==> src/lscd_defs.svh <==
// Constants for the low-side channel control and diagnostic block.
`ifndef LSCD_DEFS_SVH
`define LSCD_DEFS_SVH
`define LSCD_CLK_HZ          40000000
`define LSCD_DEGL_SHORT_NS   3500
`define LSCD_DEGL_LONG_NS    10000
`define LSCD_RETRY_MS        100
`define LSCD_DEGL_SHORT_CYC  ((`LSCD_DEGL_SHORT_NS * 40 + 999) / 1000)
`define LSCD_DEGL_LONG_CYC   ((`LSCD_DEGL_LONG_NS * 40 + 999) / 1000)
`define LSCD_RETRY_CYC       (`LSCD_RETRY_MS * (`LSCD_CLK_HZ / 1000))
`define LSCD_CRC_POLY        5'h13
`define LSCD_CRC_INIT        4'h0
`define LSCD_ADR_CTRL        4'h0
`define LSCD_ADR_CHON        4'h1
`define LSCD_ADR_OCMASK      4'h2
`define LSCD_ADR_OLMASK      4'h3
`define LSCD_ADR_OLFLAG      4'h4
`define LSCD_ADR_OCFLAG      4'h5
`define LSCD_ADR_STATUS      4'h6
`define LSCD_ADR_CMD         4'h7
`define LSCD_ADR_CRCIN       4'h8
`define LSCD_ADR_CRCOUT      4'h9
`define LSCD_CTRL_PAIR       0
`define LSCD_CTRL_LONG       1
`define LSCD_CTRL_RETRY      2
`define LSCD_CTRL_FORCE      3
`define LSCD_CMD_CLR_ALL     0
`define LSCD_CMD_CLEAR_OPEN_CMD    1
`define LSCD_CMD_CLR_OC      2
`define LSCD_ST_ANY_OPEN     0
`define LSCD_ST_ANY_OC       1
`define LSCD_ST_SUMMARY      2
`define LSCD_ST_THERMAL      3
`define LSCD_ST_PWM          4
`endif

==> src/lscd_pkg.sv <==
// Types for the low-side channel control and diagnostic block.
package lscd_pkg;
	typedef enum logic [1:0] {LSCD_RT_IDLE, LSCD_RT_WAIT} lscd_retry_t;
endpackage

==> src/lscd_top.sv <==
// Eight-channel low-side control, fault detection and check-value logic.
// How it works
// - Check value: zero-padded MSB-first division by 0x13.
// - Channel on bit turns channel on.
// - Four active-low PWM inputs request conduction.
// - Direct map: PWM one to four drive one-four.
// - Pair map: each PWM drives adjacent channel pair.
// - PWM pin levels are readable by software.
// - Fault output pulled low on any open or overcurrent fault.
// - Force bit pulls fault output low.
// - Open detection only while off, sets flag.
// - Open load never blocks switching on.
// - Open flag cleared by commands or mask.
// - Open mask disables detection and sink current.
// - Open fault sets summary flags and output.
// - Persistent overcurrent while on sets flag, turns off.
// - Overcurrent shutdown latches until cleared.
// - Deglitch 3.5 us normal, 10 us long.
// - Overcurrent mask ignores detection, keeps channel on.
// - Overcurrent sets summary flags and output.
// - Auto retry re-enables after 100 ms.
// - Flags stay set during retry wait.
// - One retry timer shared by all channels.
// - Enable pin high turns all channels off.
// - Thermal shutdown turns all channels off.
`include "lscd_defs.svh"
`timescale 1ns/1ps
`default_nettype none
module lscd_top
	import lscd_pkg::*;
#(
	parameter int NCH       = 8,
	parameter int RETRY_CYC = `LSCD_RETRY_CYC
) (
	input  wire logic        clk_i,
	input  wire logic        rst_i,
	input  wire logic        wb_cyc_i,
	input  wire logic        wb_stb_i,
	input  wire logic        wb_we_i,
	input  wire logic [5:0]  wb_adr_i,
	input  wire logic [31:0] wb_dat_i,
	input  wire logic [3:0]  wb_sel_i,
	output logic      [31:0] wb_dat_o,
	output logic             wb_ack_o,
	input  wire logic [3:0]  pwm_in_n_i,
	input  wire logic        outputs_enable_n_i,
	input  wire logic        thermal_i,
	input  wire logic [7:0]  open_cmp_i,
	input  wire logic [7:0]  overcurrent_i,
	output logic      [7:0]  channel_drive_o,
	output logic      [7:0]  open_sink_en_o,
	output logic             fault_out_n_o,
	output logic             fault_out_n_oe_o
);
	localparam int DSHORT = `LSCD_DEGL_SHORT_CYC;
	localparam int DLONG  = `LSCD_DEGL_LONG_CYC;

	// One MSB-first division step of the check value.
	function automatic logic [3:0] crc_step(input logic [3:0] c,
		input logic b);
		logic [4:0] t;
		t = {c, b};
		if (t[4])
			t = t ^ `LSCD_CRC_POLY;
		return t[3:0];
	endfunction

	// Three-stage synchronisers for all asynchronous pins.
	logic [15:0] s1_reg, s2_reg, s3_reg;
	logic [7:0]  ol_s1_reg, ol_s2_reg, ol_s3_reg;
	wire  [15:0] async_in = {thermal_i, outputs_enable_n_i, pwm_in_n_i,
		overcurrent_i, 2'h0};
	// Stages reset to the idle pin levels: PWM inactive, outputs disabled.
	always_ff @(posedge clk_i) begin
		if (rst_i) begin
			s1_reg    <= 16'h7C00;
			s2_reg    <= 16'h7C00;
			s3_reg    <= 16'h7C00;
			ol_s1_reg <= 8'h00;
			ol_s2_reg <= 8'h00;
			ol_s3_reg <= 8'h00;
		end else begin
			s1_reg    <= async_in;
			s2_reg    <= s1_reg;
			s3_reg    <= s2_reg;
			ol_s1_reg <= open_cmp_i;
			ol_s2_reg <= ol_s1_reg;
			ol_s3_reg <= ol_s2_reg;
		end
	end
	// A level counts once the second and third stages agree.
	logic [15:0] flt_reg;
	logic [7:0]  ol_flt_reg;
	always_ff @(posedge clk_i) begin
		if (rst_i) begin
			flt_reg    <= 16'h7C00;
			ol_flt_reg <= 8'h00;
		end else begin
			flt_reg    <= (s2_reg & s3_reg) | (flt_reg & (s2_reg | s3_reg));
			ol_flt_reg <= (ol_s2_reg & ol_s3_reg)
				| (ol_flt_reg & (ol_s2_reg | ol_s3_reg));
		end
	end
	wire [7:0] oc_raw     = flt_reg[9:2];
	wire [3:0] pwm_lvl    = flt_reg[13:10];
	wire       oe_n_lvl   = flt_reg[14];
	wire       thermal    = flt_reg[15];
	wire [3:0] pwm_active = ~pwm_lvl;

	// Software registers.
	logic [3:0] ctrl_reg;
	logic [7:0] chon_reg, ocmask_reg, olmask_reg;
	logic [7:0] olflag_reg, ocflag_reg, ocoff_reg;
	logic [7:0] crc_in_reg;
	logic [3:0] crc_out_reg;
	wire pair_map_sel      = ctrl_reg[`LSCD_CTRL_PAIR];
	wire long_deglitch_sel = ctrl_reg[`LSCD_CTRL_LONG];
	wire auto_retry_sel    = ctrl_reg[`LSCD_CTRL_RETRY];
	wire fault_force       = ctrl_reg[`LSCD_CTRL_FORCE];

	// Wishbone decode: one-cycle ack, writes on low byte lane.
	wire       req     = wb_cyc_i & wb_stb_i & ~wb_ack_o;
	wire [3:0] widx    = wb_adr_i[5:2];
	wire       wr_lo   = req & wb_we_i & wb_sel_i[0];
	wire       wr_ctrl = wr_lo & (widx == `LSCD_ADR_CTRL);
	wire       wr_chon = wr_lo & (widx == `LSCD_ADR_CHON);
	wire       wr_ocm  = wr_lo & (widx == `LSCD_ADR_OCMASK);
	wire       wr_olm  = wr_lo & (widx == `LSCD_ADR_OLMASK);
	wire       wr_cmd  = wr_lo & (widx == `LSCD_ADR_CMD);
	wire       wr_crc  = wr_lo & (widx == `LSCD_ADR_CRCIN);
	wire clear_all_faults_cmd  = wr_cmd & wb_dat_i[`LSCD_CMD_CLR_ALL];
	wire clear_open_cmd        = wr_cmd & wb_dat_i[`LSCD_CMD_CLEAR_OPEN_CMD];
	wire clear_overcurrent_cmd = wr_cmd & wb_dat_i[`LSCD_CMD_CLR_OC];

	// Channel request mapping.
	wire [7:0] pwm_map = pair_map_sel ?
		{{2{pwm_active[3]}}, {2{pwm_active[2]}},
		 {2{pwm_active[1]}}, {2{pwm_active[0]}}} :
		{4'h0, pwm_active};
	wire [7:0] req_on   = chon_reg | pwm_map;
	wire       all_off  = oe_n_lvl | thermal;
	// Open flags do not appear here, so an open load never blocks.
	wire [7:0] drive_next = all_off ? 8'h00 : (req_on & ~ocoff_reg);
	logic [7:0] drive_reg;

	// Deglitch counters, one per channel.
	localparam int DW = $clog2(DLONG + 1);
	logic [DW-1:0] degl_reg [NCH];
	wire  [DW-1:0] degl_lim = long_deglitch_sel ? DW'(DLONG) : DW'(DSHORT);
	wire  [7:0]    oc_watch = drive_reg & oc_raw & ~ocmask_reg;
	logic [7:0]    oc_trip;
	always_comb begin
		for (int i = 0; i < NCH; i++)
			oc_trip[i] = oc_watch[i] && (degl_reg[i] >= degl_lim - 1'b1);
	end
	always_ff @(posedge clk_i) begin
		for (int i = 0; i < NCH; i++) begin
			if (rst_i || !oc_watch[i])
				degl_reg[i] <= '0;
			else if (!oc_trip[i])
				degl_reg[i] <= degl_reg[i] + 1'b1;
		end
	end

	// Shared retry timer.
	localparam int RW = $clog2(RETRY_CYC + 1);
	lscd_retry_t   rt_state_reg;
	logic [RW-1:0] rt_cnt_reg;
	wire rt_done = (rt_state_reg == LSCD_RT_WAIT)
		&& (rt_cnt_reg == RW'(RETRY_CYC - 1));
	always_ff @(posedge clk_i) begin
		if (rst_i) begin
			rt_state_reg <= LSCD_RT_IDLE;
			rt_cnt_reg   <= '0;
		end else begin
			case (rt_state_reg)
				LSCD_RT_IDLE: begin
					rt_cnt_reg <= '0;
					if (auto_retry_sel && (ocoff_reg != 8'h00))
						rt_state_reg <= LSCD_RT_WAIT;
				end
				LSCD_RT_WAIT: begin
					rt_cnt_reg <= rt_cnt_reg + 1'b1;
					if (rt_done || !auto_retry_sel)
						rt_state_reg <= LSCD_RT_IDLE;
				end
				default: rt_state_reg <= LSCD_RT_IDLE;
			endcase
		end
	end

	// Open detection: only while off and unmasked; set wins over clear.
	wire [7:0] ol_det   = ol_flt_reg & ~drive_reg & ~olmask_reg;
	wire       ol_clr   = clear_all_faults_cmd | clear_open_cmd;
	wire [7:0] ol_next  = (ol_clr ? 8'h00 : olflag_reg) & ~olmask_reg
		| ol_det;
	wire       oc_clr   = clear_all_faults_cmd | clear_overcurrent_cmd;
	// The flag stays through the retry wait; only the off latch is released.
	wire [7:0] oc_next  = ((oc_clr ? 8'h00 : ocflag_reg) | oc_trip)
		& ~ocmask_reg;
	wire [7:0] off_next = (((oc_clr | rt_done) ? 8'h00 : ocoff_reg)
		| oc_trip) & ~ocmask_reg;
	wire any_open = |olflag_reg;
	wire any_oc   = |ocflag_reg;
	wire summary  = any_open | any_oc;
	wire fault_low_next = (|ol_next) | (|oc_next) | fault_force;

	// Check value over the eight-bit input, zero-padded by four bits.
	logic [3:0] crc_calc;
	always_comb begin
		crc_calc = `LSCD_CRC_INIT;
		for (int i = 11; i >= 0; i--)
			crc_calc = crc_step(crc_calc,
				(i >= 4) ? crc_in_reg[i-4] : 1'b0);
	end

	always_ff @(posedge clk_i) begin
		if (rst_i) begin
			ctrl_reg    <= 4'h0;
			chon_reg    <= 8'h00;
			ocmask_reg  <= 8'h00;
			olmask_reg  <= 8'h00;
			olflag_reg  <= 8'h00;
			ocflag_reg  <= 8'h00;
			ocoff_reg   <= 8'h00;
			crc_in_reg  <= 8'h00;
			crc_out_reg <= 4'h0;
			drive_reg   <= 8'h00;
		end else begin
			if (wr_ctrl)
				ctrl_reg <= wb_dat_i[3:0];
			if (wr_chon)
				chon_reg <= wb_dat_i[7:0];
			if (wr_ocm)
				ocmask_reg <= wb_dat_i[7:0];
			if (wr_olm)
				olmask_reg <= wb_dat_i[7:0];
			if (wr_crc)
				crc_in_reg <= wb_dat_i[7:0];
			crc_out_reg <= crc_calc;
			olflag_reg  <= ol_next;
			ocflag_reg  <= oc_next;
			ocoff_reg   <= off_next;
			drive_reg   <= drive_next;
		end
	end

	// Outputs and read mux.
	wire [7:0] status_rd = {pwm_active, thermal, summary, any_oc,
		any_open};
	wire [7:0] rd_mux =
		(widx == `LSCD_ADR_CTRL)    ? {4'h0, ctrl_reg} :
		(widx == `LSCD_ADR_CHON)    ? chon_reg :
		(widx == `LSCD_ADR_OCMASK)  ? ocmask_reg :
		(widx == `LSCD_ADR_OLMASK)  ? olmask_reg :
		(widx == `LSCD_ADR_OLFLAG)  ? olflag_reg :
		(widx == `LSCD_ADR_OCFLAG)  ? ocflag_reg :
		(widx == `LSCD_ADR_STATUS)  ? status_rd :
		(widx == `LSCD_ADR_CRCIN)   ? crc_in_reg :
		(widx == `LSCD_ADR_CRCOUT)  ? {4'h0, crc_out_reg} : 8'h00;
	always_ff @(posedge clk_i) begin
		if (rst_i) begin
			wb_ack_o         <= 1'b0;
			wb_dat_o         <= 32'h0000_0000;
			channel_drive_o  <= 8'h00;
			open_sink_en_o   <= 8'h00;
			fault_out_n_o    <= 1'b0;
			fault_out_n_oe_o <= 1'b0;
		end else begin
			wb_ack_o         <= req;
			wb_dat_o         <= {24'h000000, rd_mux};
			channel_drive_o  <= drive_next;
			open_sink_en_o   <= ~drive_next & ~olmask_reg;
			fault_out_n_o    <= 1'b0;
			fault_out_n_oe_o <= fault_low_next;
		end
	end

	// Checks on channel mapping, fault handling and the bus.
	AST_MAP_DIRECT: assert property (
		@(posedge clk_i) disable iff (rst_i)
		(!pair_map_sel && !all_off && pwm_active[0] && !ocoff_reg[0])
		|-> ##1 drive_reg[0])
		else $error("pwm one not driving channel one");
	AST_MAP_HIGH: assert property (
		@(posedge clk_i) disable iff (rst_i)
		(!pair_map_sel && !all_off)
		|-> (drive_next[7:4] == (chon_reg[7:4] & ~ocoff_reg[7:4])))
		else $error("upper channels not following their bits");
	AST_MAP_PAIR: assert property (
		@(posedge clk_i) disable iff (rst_i)
		(pair_map_sel && !all_off && pwm_active[3] && !ocoff_reg[7])
		|-> ##1 drive_reg[7])
		else $error("pwm four not driving channel eight");
	AST_ALL_OFF: assert property (
		@(posedge clk_i) disable iff (rst_i)
		all_off |-> ##1 (drive_reg == 8'h00))
		else $error("channels on while disabled");
	AST_THERMAL: assert property (
		@(posedge clk_i) disable iff (rst_i)
		thermal |-> ##1 (channel_drive_o == 8'h00))
		else $error("channels on while hot");
	AST_OC_OFF: assert property (
		@(posedge clk_i) disable iff (rst_i)
		ocoff_reg[0] |-> !drive_next[0])
		else $error("tripped channel driven");
	AST_OC_LATCH: assert property (
		@(posedge clk_i) disable iff (rst_i)
		(ocoff_reg[3] && !oc_clr && !rt_done && !ocmask_reg[3])
		|-> ##1 ocoff_reg[3])
		else $error("overcurrent latch released early");
	AST_OC_TRIP: assert property (
		@(posedge clk_i) disable iff (rst_i)
		(oc_watch[0] && !long_deglitch_sel
			&& degl_reg[0] == DW'(DSHORT - 1))
		|-> ##1 (ocflag_reg[0] && ocoff_reg[0]))
		else $error("overcurrent not flagged after short deglitch");
	AST_OC_LONG: assert property (
		@(posedge clk_i) disable iff (rst_i)
		(oc_watch[0] && long_deglitch_sel
			&& degl_reg[0] == DW'(DLONG - 1))
		|-> ##1 (ocflag_reg[0] && ocoff_reg[0]))
		else $error("overcurrent not flagged after long deglitch");
	AST_OC_EARLY: assert property (
		@(posedge clk_i) disable iff (rst_i)
		(oc_watch[0] && degl_reg[0] < DW'(DSHORT - 1))
		|-> ##1 !ocoff_reg[0])
		else $error("overcurrent shut off before deglitch");
	AST_OC_MASK: assert property (
		@(posedge clk_i) disable iff (rst_i)
		ocmask_reg[1] |-> ##1 !ocoff_reg[1])
		else $error("masked channel shut off");
	AST_OL_MASK: assert property (
		@(posedge clk_i) disable iff (rst_i)
		olmask_reg[2] |-> ##1 (!olflag_reg[2] && !open_sink_en_o[2]))
		else $error("masked open still active");
	AST_OL_SET: assert property (
		@(posedge clk_i) disable iff (rst_i)
		(ol_flt_reg[3] && !drive_reg[3] && !olmask_reg[3])
		|-> ##1 olflag_reg[3])
		else $error("open load not flagged");
	AST_OL_ON: assert property (
		@(posedge clk_i) disable iff (rst_i)
		(olflag_reg[2] && !all_off && chon_reg[2] && !ocoff_reg[2])
		|-> ##1 drive_reg[2])
		else $error("open load blocked the channel");
	AST_OL_CLR: assert property (
		@(posedge clk_i) disable iff (rst_i)
		(ol_clr && !ol_det[1]) |-> ##1 !olflag_reg[1])
		else $error("open flag survived clear");
	AST_SINK_OFF: assert property (
		@(posedge clk_i) disable iff (rst_i)
		1'b1 |-> ((open_sink_en_o & channel_drive_o) == 8'h00))
		else $error("sink current on a conducting channel");
	AST_FAULT_PIN: assert property (
		@(posedge clk_i) disable iff (rst_i)
		(summary || $past(fault_force)) |-> fault_out_n_oe_o)
		else $error("fault pin released during fault");
	AST_FAULT_IDLE: assert property (
		@(posedge clk_i) disable iff (rst_i)
		(!summary && !$past(fault_force)) |-> !fault_out_n_oe_o)
		else $error("fault pin pulled without fault");
	AST_PIN_LOW: assert property (
		@(posedge clk_i) disable iff (rst_i)
		1'b1 |-> !fault_out_n_o)
		else $error("open drain data not low");
	AST_RETRY_FLAG: assert property (
		@(posedge clk_i) disable iff (rst_i)
		(rt_state_reg == LSCD_RT_WAIT && ocflag_reg[0] && !oc_clr
			&& !ocmask_reg[0])
		|-> ##1 ocflag_reg[0])
		else $error("flag dropped during retry");
	AST_RETRY_REL: assert property (
		@(posedge clk_i) disable iff (rst_i)
		(rt_done && !oc_trip[0]) |-> ##1 !ocoff_reg[0])
		else $error("channel not released at retry");
	AST_RETRY_HOLD: assert property (
		@(posedge clk_i) disable iff (rst_i)
		(rt_state_reg == LSCD_RT_WAIT && !rt_done && auto_retry_sel)
		|-> ##1 (rt_state_reg == LSCD_RT_WAIT))
		else $error("shared retry wait cut short");
	AST_ACK_PULSE: assert property (
		@(posedge clk_i) disable iff (rst_i)
		wb_ack_o |-> ##1 !wb_ack_o)
		else $error("acknowledge longer than one cycle");
	COV_PAIR: cover property (@(posedge clk_i) pair_map_sel && drive_reg[7]);
	COV_TRIP: cover property (@(posedge clk_i) |oc_trip);
	COV_LONG: cover property (@(posedge clk_i) long_deglitch_sel && |oc_trip);
	COV_RETRY: cover property (@(posedge clk_i) rt_done);
	COV_OPEN: cover property (@(posedge clk_i) |olflag_reg);
endmodule // lscd_top
`default_nettype wire

==> config.mk <==
export PLATFORM = sky130hd
export DESIGN_NAME = lscd_top
export DESIGN_NICKNAME = d
export VERILOG_FILES = /design/src/lscd_pkg.sv /design/src/lscd_top.sv
export VERILOG_INCLUDE_DIRS = /design/src
export SDC_FILE = /design/constraint.sdc
export NUM_CORES = 1
export LEC_CHECK = 0
export BUFFER_PORTS_ARGS = -buffer_cell sky130_fd_sc_hd__buf_2
export CORE_AREA = 2 2 176 178
export DETAILED_ROUTE_END_ITERATION = 8
export DIE_AREA = 0 0 178 180
export GPL_TIMING_DRIVEN = 0
export PLACE_DENSITY_LB_ADDON = 0.3
export SLEW_MARGIN = 25
export SYNTH_ARGS = -nofsm -noshare
export SYNTH_HDL_FRONTEND = slang
export SYNTH_SLANG_ARGS = --single-unit
export TNS_END_PERCENT = 10
==> constraint.sdc <==
create_clock -name clk_i -period 2.26 [get_ports clk_i]
set_input_delay 0 -clock clk_i [delete_from_list [all_inputs] [get_ports clk_i]]
set_output_delay 0 -clock clk_i [all_outputs]
set_load 0.02 [all_outputs]
### Word level (Yosys, flattened, before mapping)

Memory sizes are Yosys's and may differ from the RTL's.
Index checks and enable logic that the tools add are counted.

* add/subtract/negate cells: 10
* $mul: 0
* div/mod/pow operators: 0
* magnitude comparators: 8
* equal/unequal tests: 13
* shift operators: 0
* multiplexer cells: 75
* bitwise gates (word level): 65
* reduce and logical (&&, ||, !) cells: 39

Operator list (count)
* $mux 8: 13
* $and 8x8->8: 11
* $mux 9: 9
* $add 9x1->9 const B: 8
* $ge 9x9->1: 8
* $or 8x8->8: 6
* $pmux 22 s2: 1
* $mux 1: 40
* $not 8->8: 5
* $and 16x16->16: 2
* $or 16x16->16: 2
* $reduce_or 8->1: 4
* $add 22x1->22 const B: 1
* $eq 22x22->1 const B: 1
* $mux 2: 10
* $eq 4x3->1 const B: 4
* $not 2->2: 8
* $or 1x1->1: 15
* $and 1x1->1: 13
* $logic_and 1x1->1: 10
* $logic_not 1->1: 9
* $logic_or 1x1->1: 9
* $sub 9x1->9 const B: 1
* $eq 4x2->1 const B: 2
* 15 further kinds: 18

* bits in registers: 234
* bits in latches: 0
* memory bits (writable): 72
* bits in read-only memories: 0
* memories: 1

Memory list
* degl_reg: words 8, width 9, read ports 8, clocked after Yosys merged registers in 0, write ports 8, RTL line lscd_top.sv:148 `logic [DW-1:0] degl_reg [NCH];`

### Logic depth before layout (Yosys ltp)

* depth in word-level cells: 16
* depth in mapped cells: 9
* depth with buffers taken out: 8

### Worst setup path after synthesis

OpenSTA, ideal clock, no wires.

* kind: register to register
* start point: reg ctrl_reg[1]
* end point: mem degl_reg[1][2] (netlist name) (data pin)
* arrival time: 2069 ps
* required time: 2115 ps
* path slack: 45 ps
* stages on the path, launching flop included: 9
* buffers on the path: 0
* period minus slack after synthesis: 2215 ps
* cells stage by stage: dfxtp_1 inv_1 ha_1 o21ai_0 nor2_1 or4_1 a31oi_1 nand4_1 nor2_1

RTL lines
* start: declaration: RTL line lscd_top.sv:111 `logic [3:0] ctrl_reg;`
* start signal: assignment: RTL line lscd_top.sv:231 `ctrl_reg <= wb_dat_i[3:0];`
* end: declaration: RTL line lscd_top.sv:148

==> key figures <==
Synth
  • Ys Warns: 0
  • Sequential-to-total area share from yosys stat: 0.522
  • Post-synthesis xor/xnor area fraction: 0.0614
  • Simple-Gate Fraction of Synth Area: 0.221
  • Mapped cell area: 0.0118 mm^2
  • Post-synth cell types: 57
  • Synth Instances: 1,220
  • Largest family of logic cells by synthesized area: simple AND/OR/NAND/NOR gates
  • Number of flops mapped to enable cells by yosys: 72
  • Synth Flop Type: dfxtp_1
  • Multiplexer share of the synthesized area: 0.0342
  • Flops & latches, synth: between 200 and 300
  • Compound-gate portion of the synthesized area: 0.0976
  • FFs w/ async S/R, synth: 0
  • Mean Syn Cell Area: around 9.7 um^2
  • Post-synthesis adder-cell area fraction: 0.0264

GRT
  • M3 GR Usage: 0.0273
  • First-pass GRT wire length: 46,600 um
  • Tot GR Track Use: 0.181
  • GR peak layer: met2
  • Largest net degree at the start of global routing: 18
  • Met1 usage: 0.251
  • GRT overflow: 0
  • Vias in the first global route: around 8,700
  • Initial antenna violation count: 0
  • Met2 GRT Util: 0.289

Clock tree
  • CTS buffer count: 29
  • H-tree depth: 1
  • Clk slew on worst S/H paths: 0.06 ns
  • CTS tree: built
  • Clock insertion delay at the later pin of the skew report: 0.55 ns
  • CTS Sinks: 273
  • Clock root buffer: clkbuf_16
  • CTS Buffer Depth: 3

Pwr
  • Worst ir drop on vdd: between 500 and 600 uV
  • Pleak: 5.40 nW
  • Pwr dens: approximately 720 mW/mm^2

Timing
  • Tcrit/Tclk final: 1.03
  • Clock Skews: between 0.015 and 0.02 ns
  • Slew HR: 0.419
  • Setup ws final: -0.0729 ns
  • RSZ-0062 raised after global routing: true
  • Hold_ws: approximately 0.0026 ns
  • Final-report hold violation count: 0
  • Worst-Margin Slew: 0.871 ns
  • F_max: around 430 MHz
  • Fin crit period: approximately 2.3 ns
  • Finish-stage setup viols: 33
  • Max Slew Vio Count: 0

Floorplan
  • Die span in x: 178 um
  • Core area: 0.0302 mm^2
  • Die area: 0.0320 mm^2
  • Cell Rows: 64
  • Initial core utilization: 0.392
  • Io pins: 120
  • Die Y: 180 um

Route
  • Final WL: 29,400 um
  • Detailed Route Iter0 Violations: 601
  • Vias per inst: 5.08
  • Wire length per cell: 16.3 um
  • Remaining antenna violation count: 0
  • Drc violations: 0
  • Via count: 9,155
  • 1st-pass router iterations: 5

Setup path
  • Worst Setup End Kind: register
  • Critical Path AT: 2.74 ns
  • Slowest cell on the critical path: or4_1
  • Buf/Inv on CP: 4
  • Worst path top cell family by delay: simple AND/OR/NAND/NOR gates
  • Max incr delay on CP: 0.40 ns
  • Ordered cell list for the critical path: clkinvlp_4 -> buf_12 -> buf_4 -> ha_1 -> o21ai_1 -> a21oi_1 -> or4_1 -> a31oi_1 -> nand4_1 -> buf_6 -> nor2_1
  • Class of the most critical setup path: reg -> reg
  • Max FO, Critical Path: 17
  • Worst setup SP type: register
  • CP Data Required Time: roughly 2.7 ns

Placed design
  • Placer congestion estimate: 0.960
  • Port Buffers: 62
  • Placed Instance Area: 0.0127 mm^2
  • Post-DP HPWL: 20,900 um

Job
  • Max cap viols: 0

Status
  • Status: complete, but fails checks
  • Failing checks: negative setup slack

Layout
  • Fraction of layout cells with a size suffix above 1: 0.161
  • Final nets: 1,477
  • Max FFs per register: 72
  • Commonest cells after routing, fill and taps aside: dfxtp_1, nor2_1, nand2_1
  • # fillers: 2,795
  • Most common cell after layout, fill and taps aside: dfxtp_1
  • Area delta synth->final: 21.9%
  • Diode count: 0
  • Final instance area: 0.0144 mm^2

Worst hold path
  • Min-Delay Path Class: in -> reg
==> layer usage <==
layer	routed length [um]	vias to the layer above
met5	0	-
met4	903	0
met3	1540	54
met2	13500	223
met1	13500	4312
li1	-	4566
==> where the power goes <==
part / switching, mW / internal, mW / total, mW
registers: 0.0283 / 5.05 / 5.08
logic: 0.265 / 0.175 / 0.440
clock network: 1.97 / 2.94 / 4.91
==> through the flow <==
stage	power (mW)	utilization	setup WS, ns	TNS, ns	instances
2_1_floorplan	5.43	-	0.0454	0	1244
3_3_place_gp	5.57	0.422	-0.746	-85.47	1702
3_5_place_dp	5.57	0.422	-0.839	-98.01	1702
4_1_cts	10.5	0.474	-0.0750	-0.811	1801
5_1_grt	10.7	0.478	-0.214	-8.09	1802
6_report	10.4	0.478	-0.0729	-1.11	1802
==> Yosys cell counts (all sizes together) (8+ instances only) <==
cell / instances / area share
a21boi: 16 / 0.010
nand4: 26 / 0.015
buf: 33 / 0.020
a31oi: 10 / 0.0053
nand2b: 15 / 0.0079
clkbuf: 27 / 0.0086
nor4: 19 / 0.012
or2: 17 / 0.0090
nand3: 37 / 0.016
nor2b: 70 / 0.037
dfxtp: 201 / 0.34
nor2: 189 / 0.060
xnor2: 36 / 0.027
a21o: 9 / 0.0057
xor2: 47 / 0.035
o21ai: 47 / 0.020
and3: 8 / 0.0042
a211oi: 8 / 0.0051
nand2: 88 / 0.028
or4: 19 / 0.012
edfxtp: 72 / 0.18
ha: 25 / 0.026
o2111ai: 8 / 0.0059
inv: 24 / 0.0076
a21oi: 64 / 0.027
nor3: 24 / 0.011
mux2i: 36 / 0.030
==> worst paths after layout <==
path,cells past startpoint,slack (ns),endpoint,from
hold reg to reg,1,0.41,s2_reg[10]$_SDFF_PP1_,s1_reg[10]$_SDFF_PP1_
setup reg to reg,11,-0.07,degl_reg[1][11]$_SDFFCE_PN0P_,ctrl_reg[1]$_SDFFE_PP0P_
hold / removal,5,0.003,olmask_reg[7]$_SDFFE_PP0P_,wb_cyc_i
setup / recovery,11,-0.07,degl_reg[1][11]$_SDFFCE_PN0P_,ctrl_reg[1]$_SDFFE_PP0P_
==> cell families (layout without fill, tap and decap cells) <==
family / Yosys count / after routing
simple gates: 525 / 525
flops: 273 / 273
compound gates: 189 / 189
buf+inv: 85 / 247
xor+xnor: 83 / 83
mux: 39 / 39
fa+ha+maj: 25 / 25
other cells: 1 / 25
==> area by class of cell <==
| type | count | area (um^2) | share of cell area |
|---|---|---|---|
| flip-flops and latches | 273 | 6190 | 0.428 |
| well taps | 396 | 495 | 0.0343 |
| inverters | 25 | 97.6 | 0.00676 |
| repair buffers | 108 | 785 | 0.0543 |
| plain buffers | 60 | 342 | 0.0236 |
| clock buffers | 40 | 871 | 0.0603 |
| clock inverters | 14 | 143 | 0.00988 |
| multi-input cells | 886 | 5520 | 0.382 |
==> worst register-to-register path, cell delays in order (launching register included) <==
cell and delay, ns:
dfxtp_2 0.35, clkinvlp_4 0.09, buf_12 0.17, buf_4 0.15, ha_1 0.27, o21ai_1 0.12
a21oi_1 0.08, or4_1 0.40, a31oi_1 0.18, nand4_1 0.11, buf_6 0.16, nor2_1 0.11
==> timing repair <==
action / CTS / global route
hold buffers: 34 / 0
setup endpoints to repair: 161 / 128
setup buffers: 11 / 0
resized for setup: 34 / 31
gates cloned: 0 / 1
pin swaps: 16 / 7
endpoints found under the hold margin: 61 / 0
Note: power is estimated with default switching activity, not from simulation.
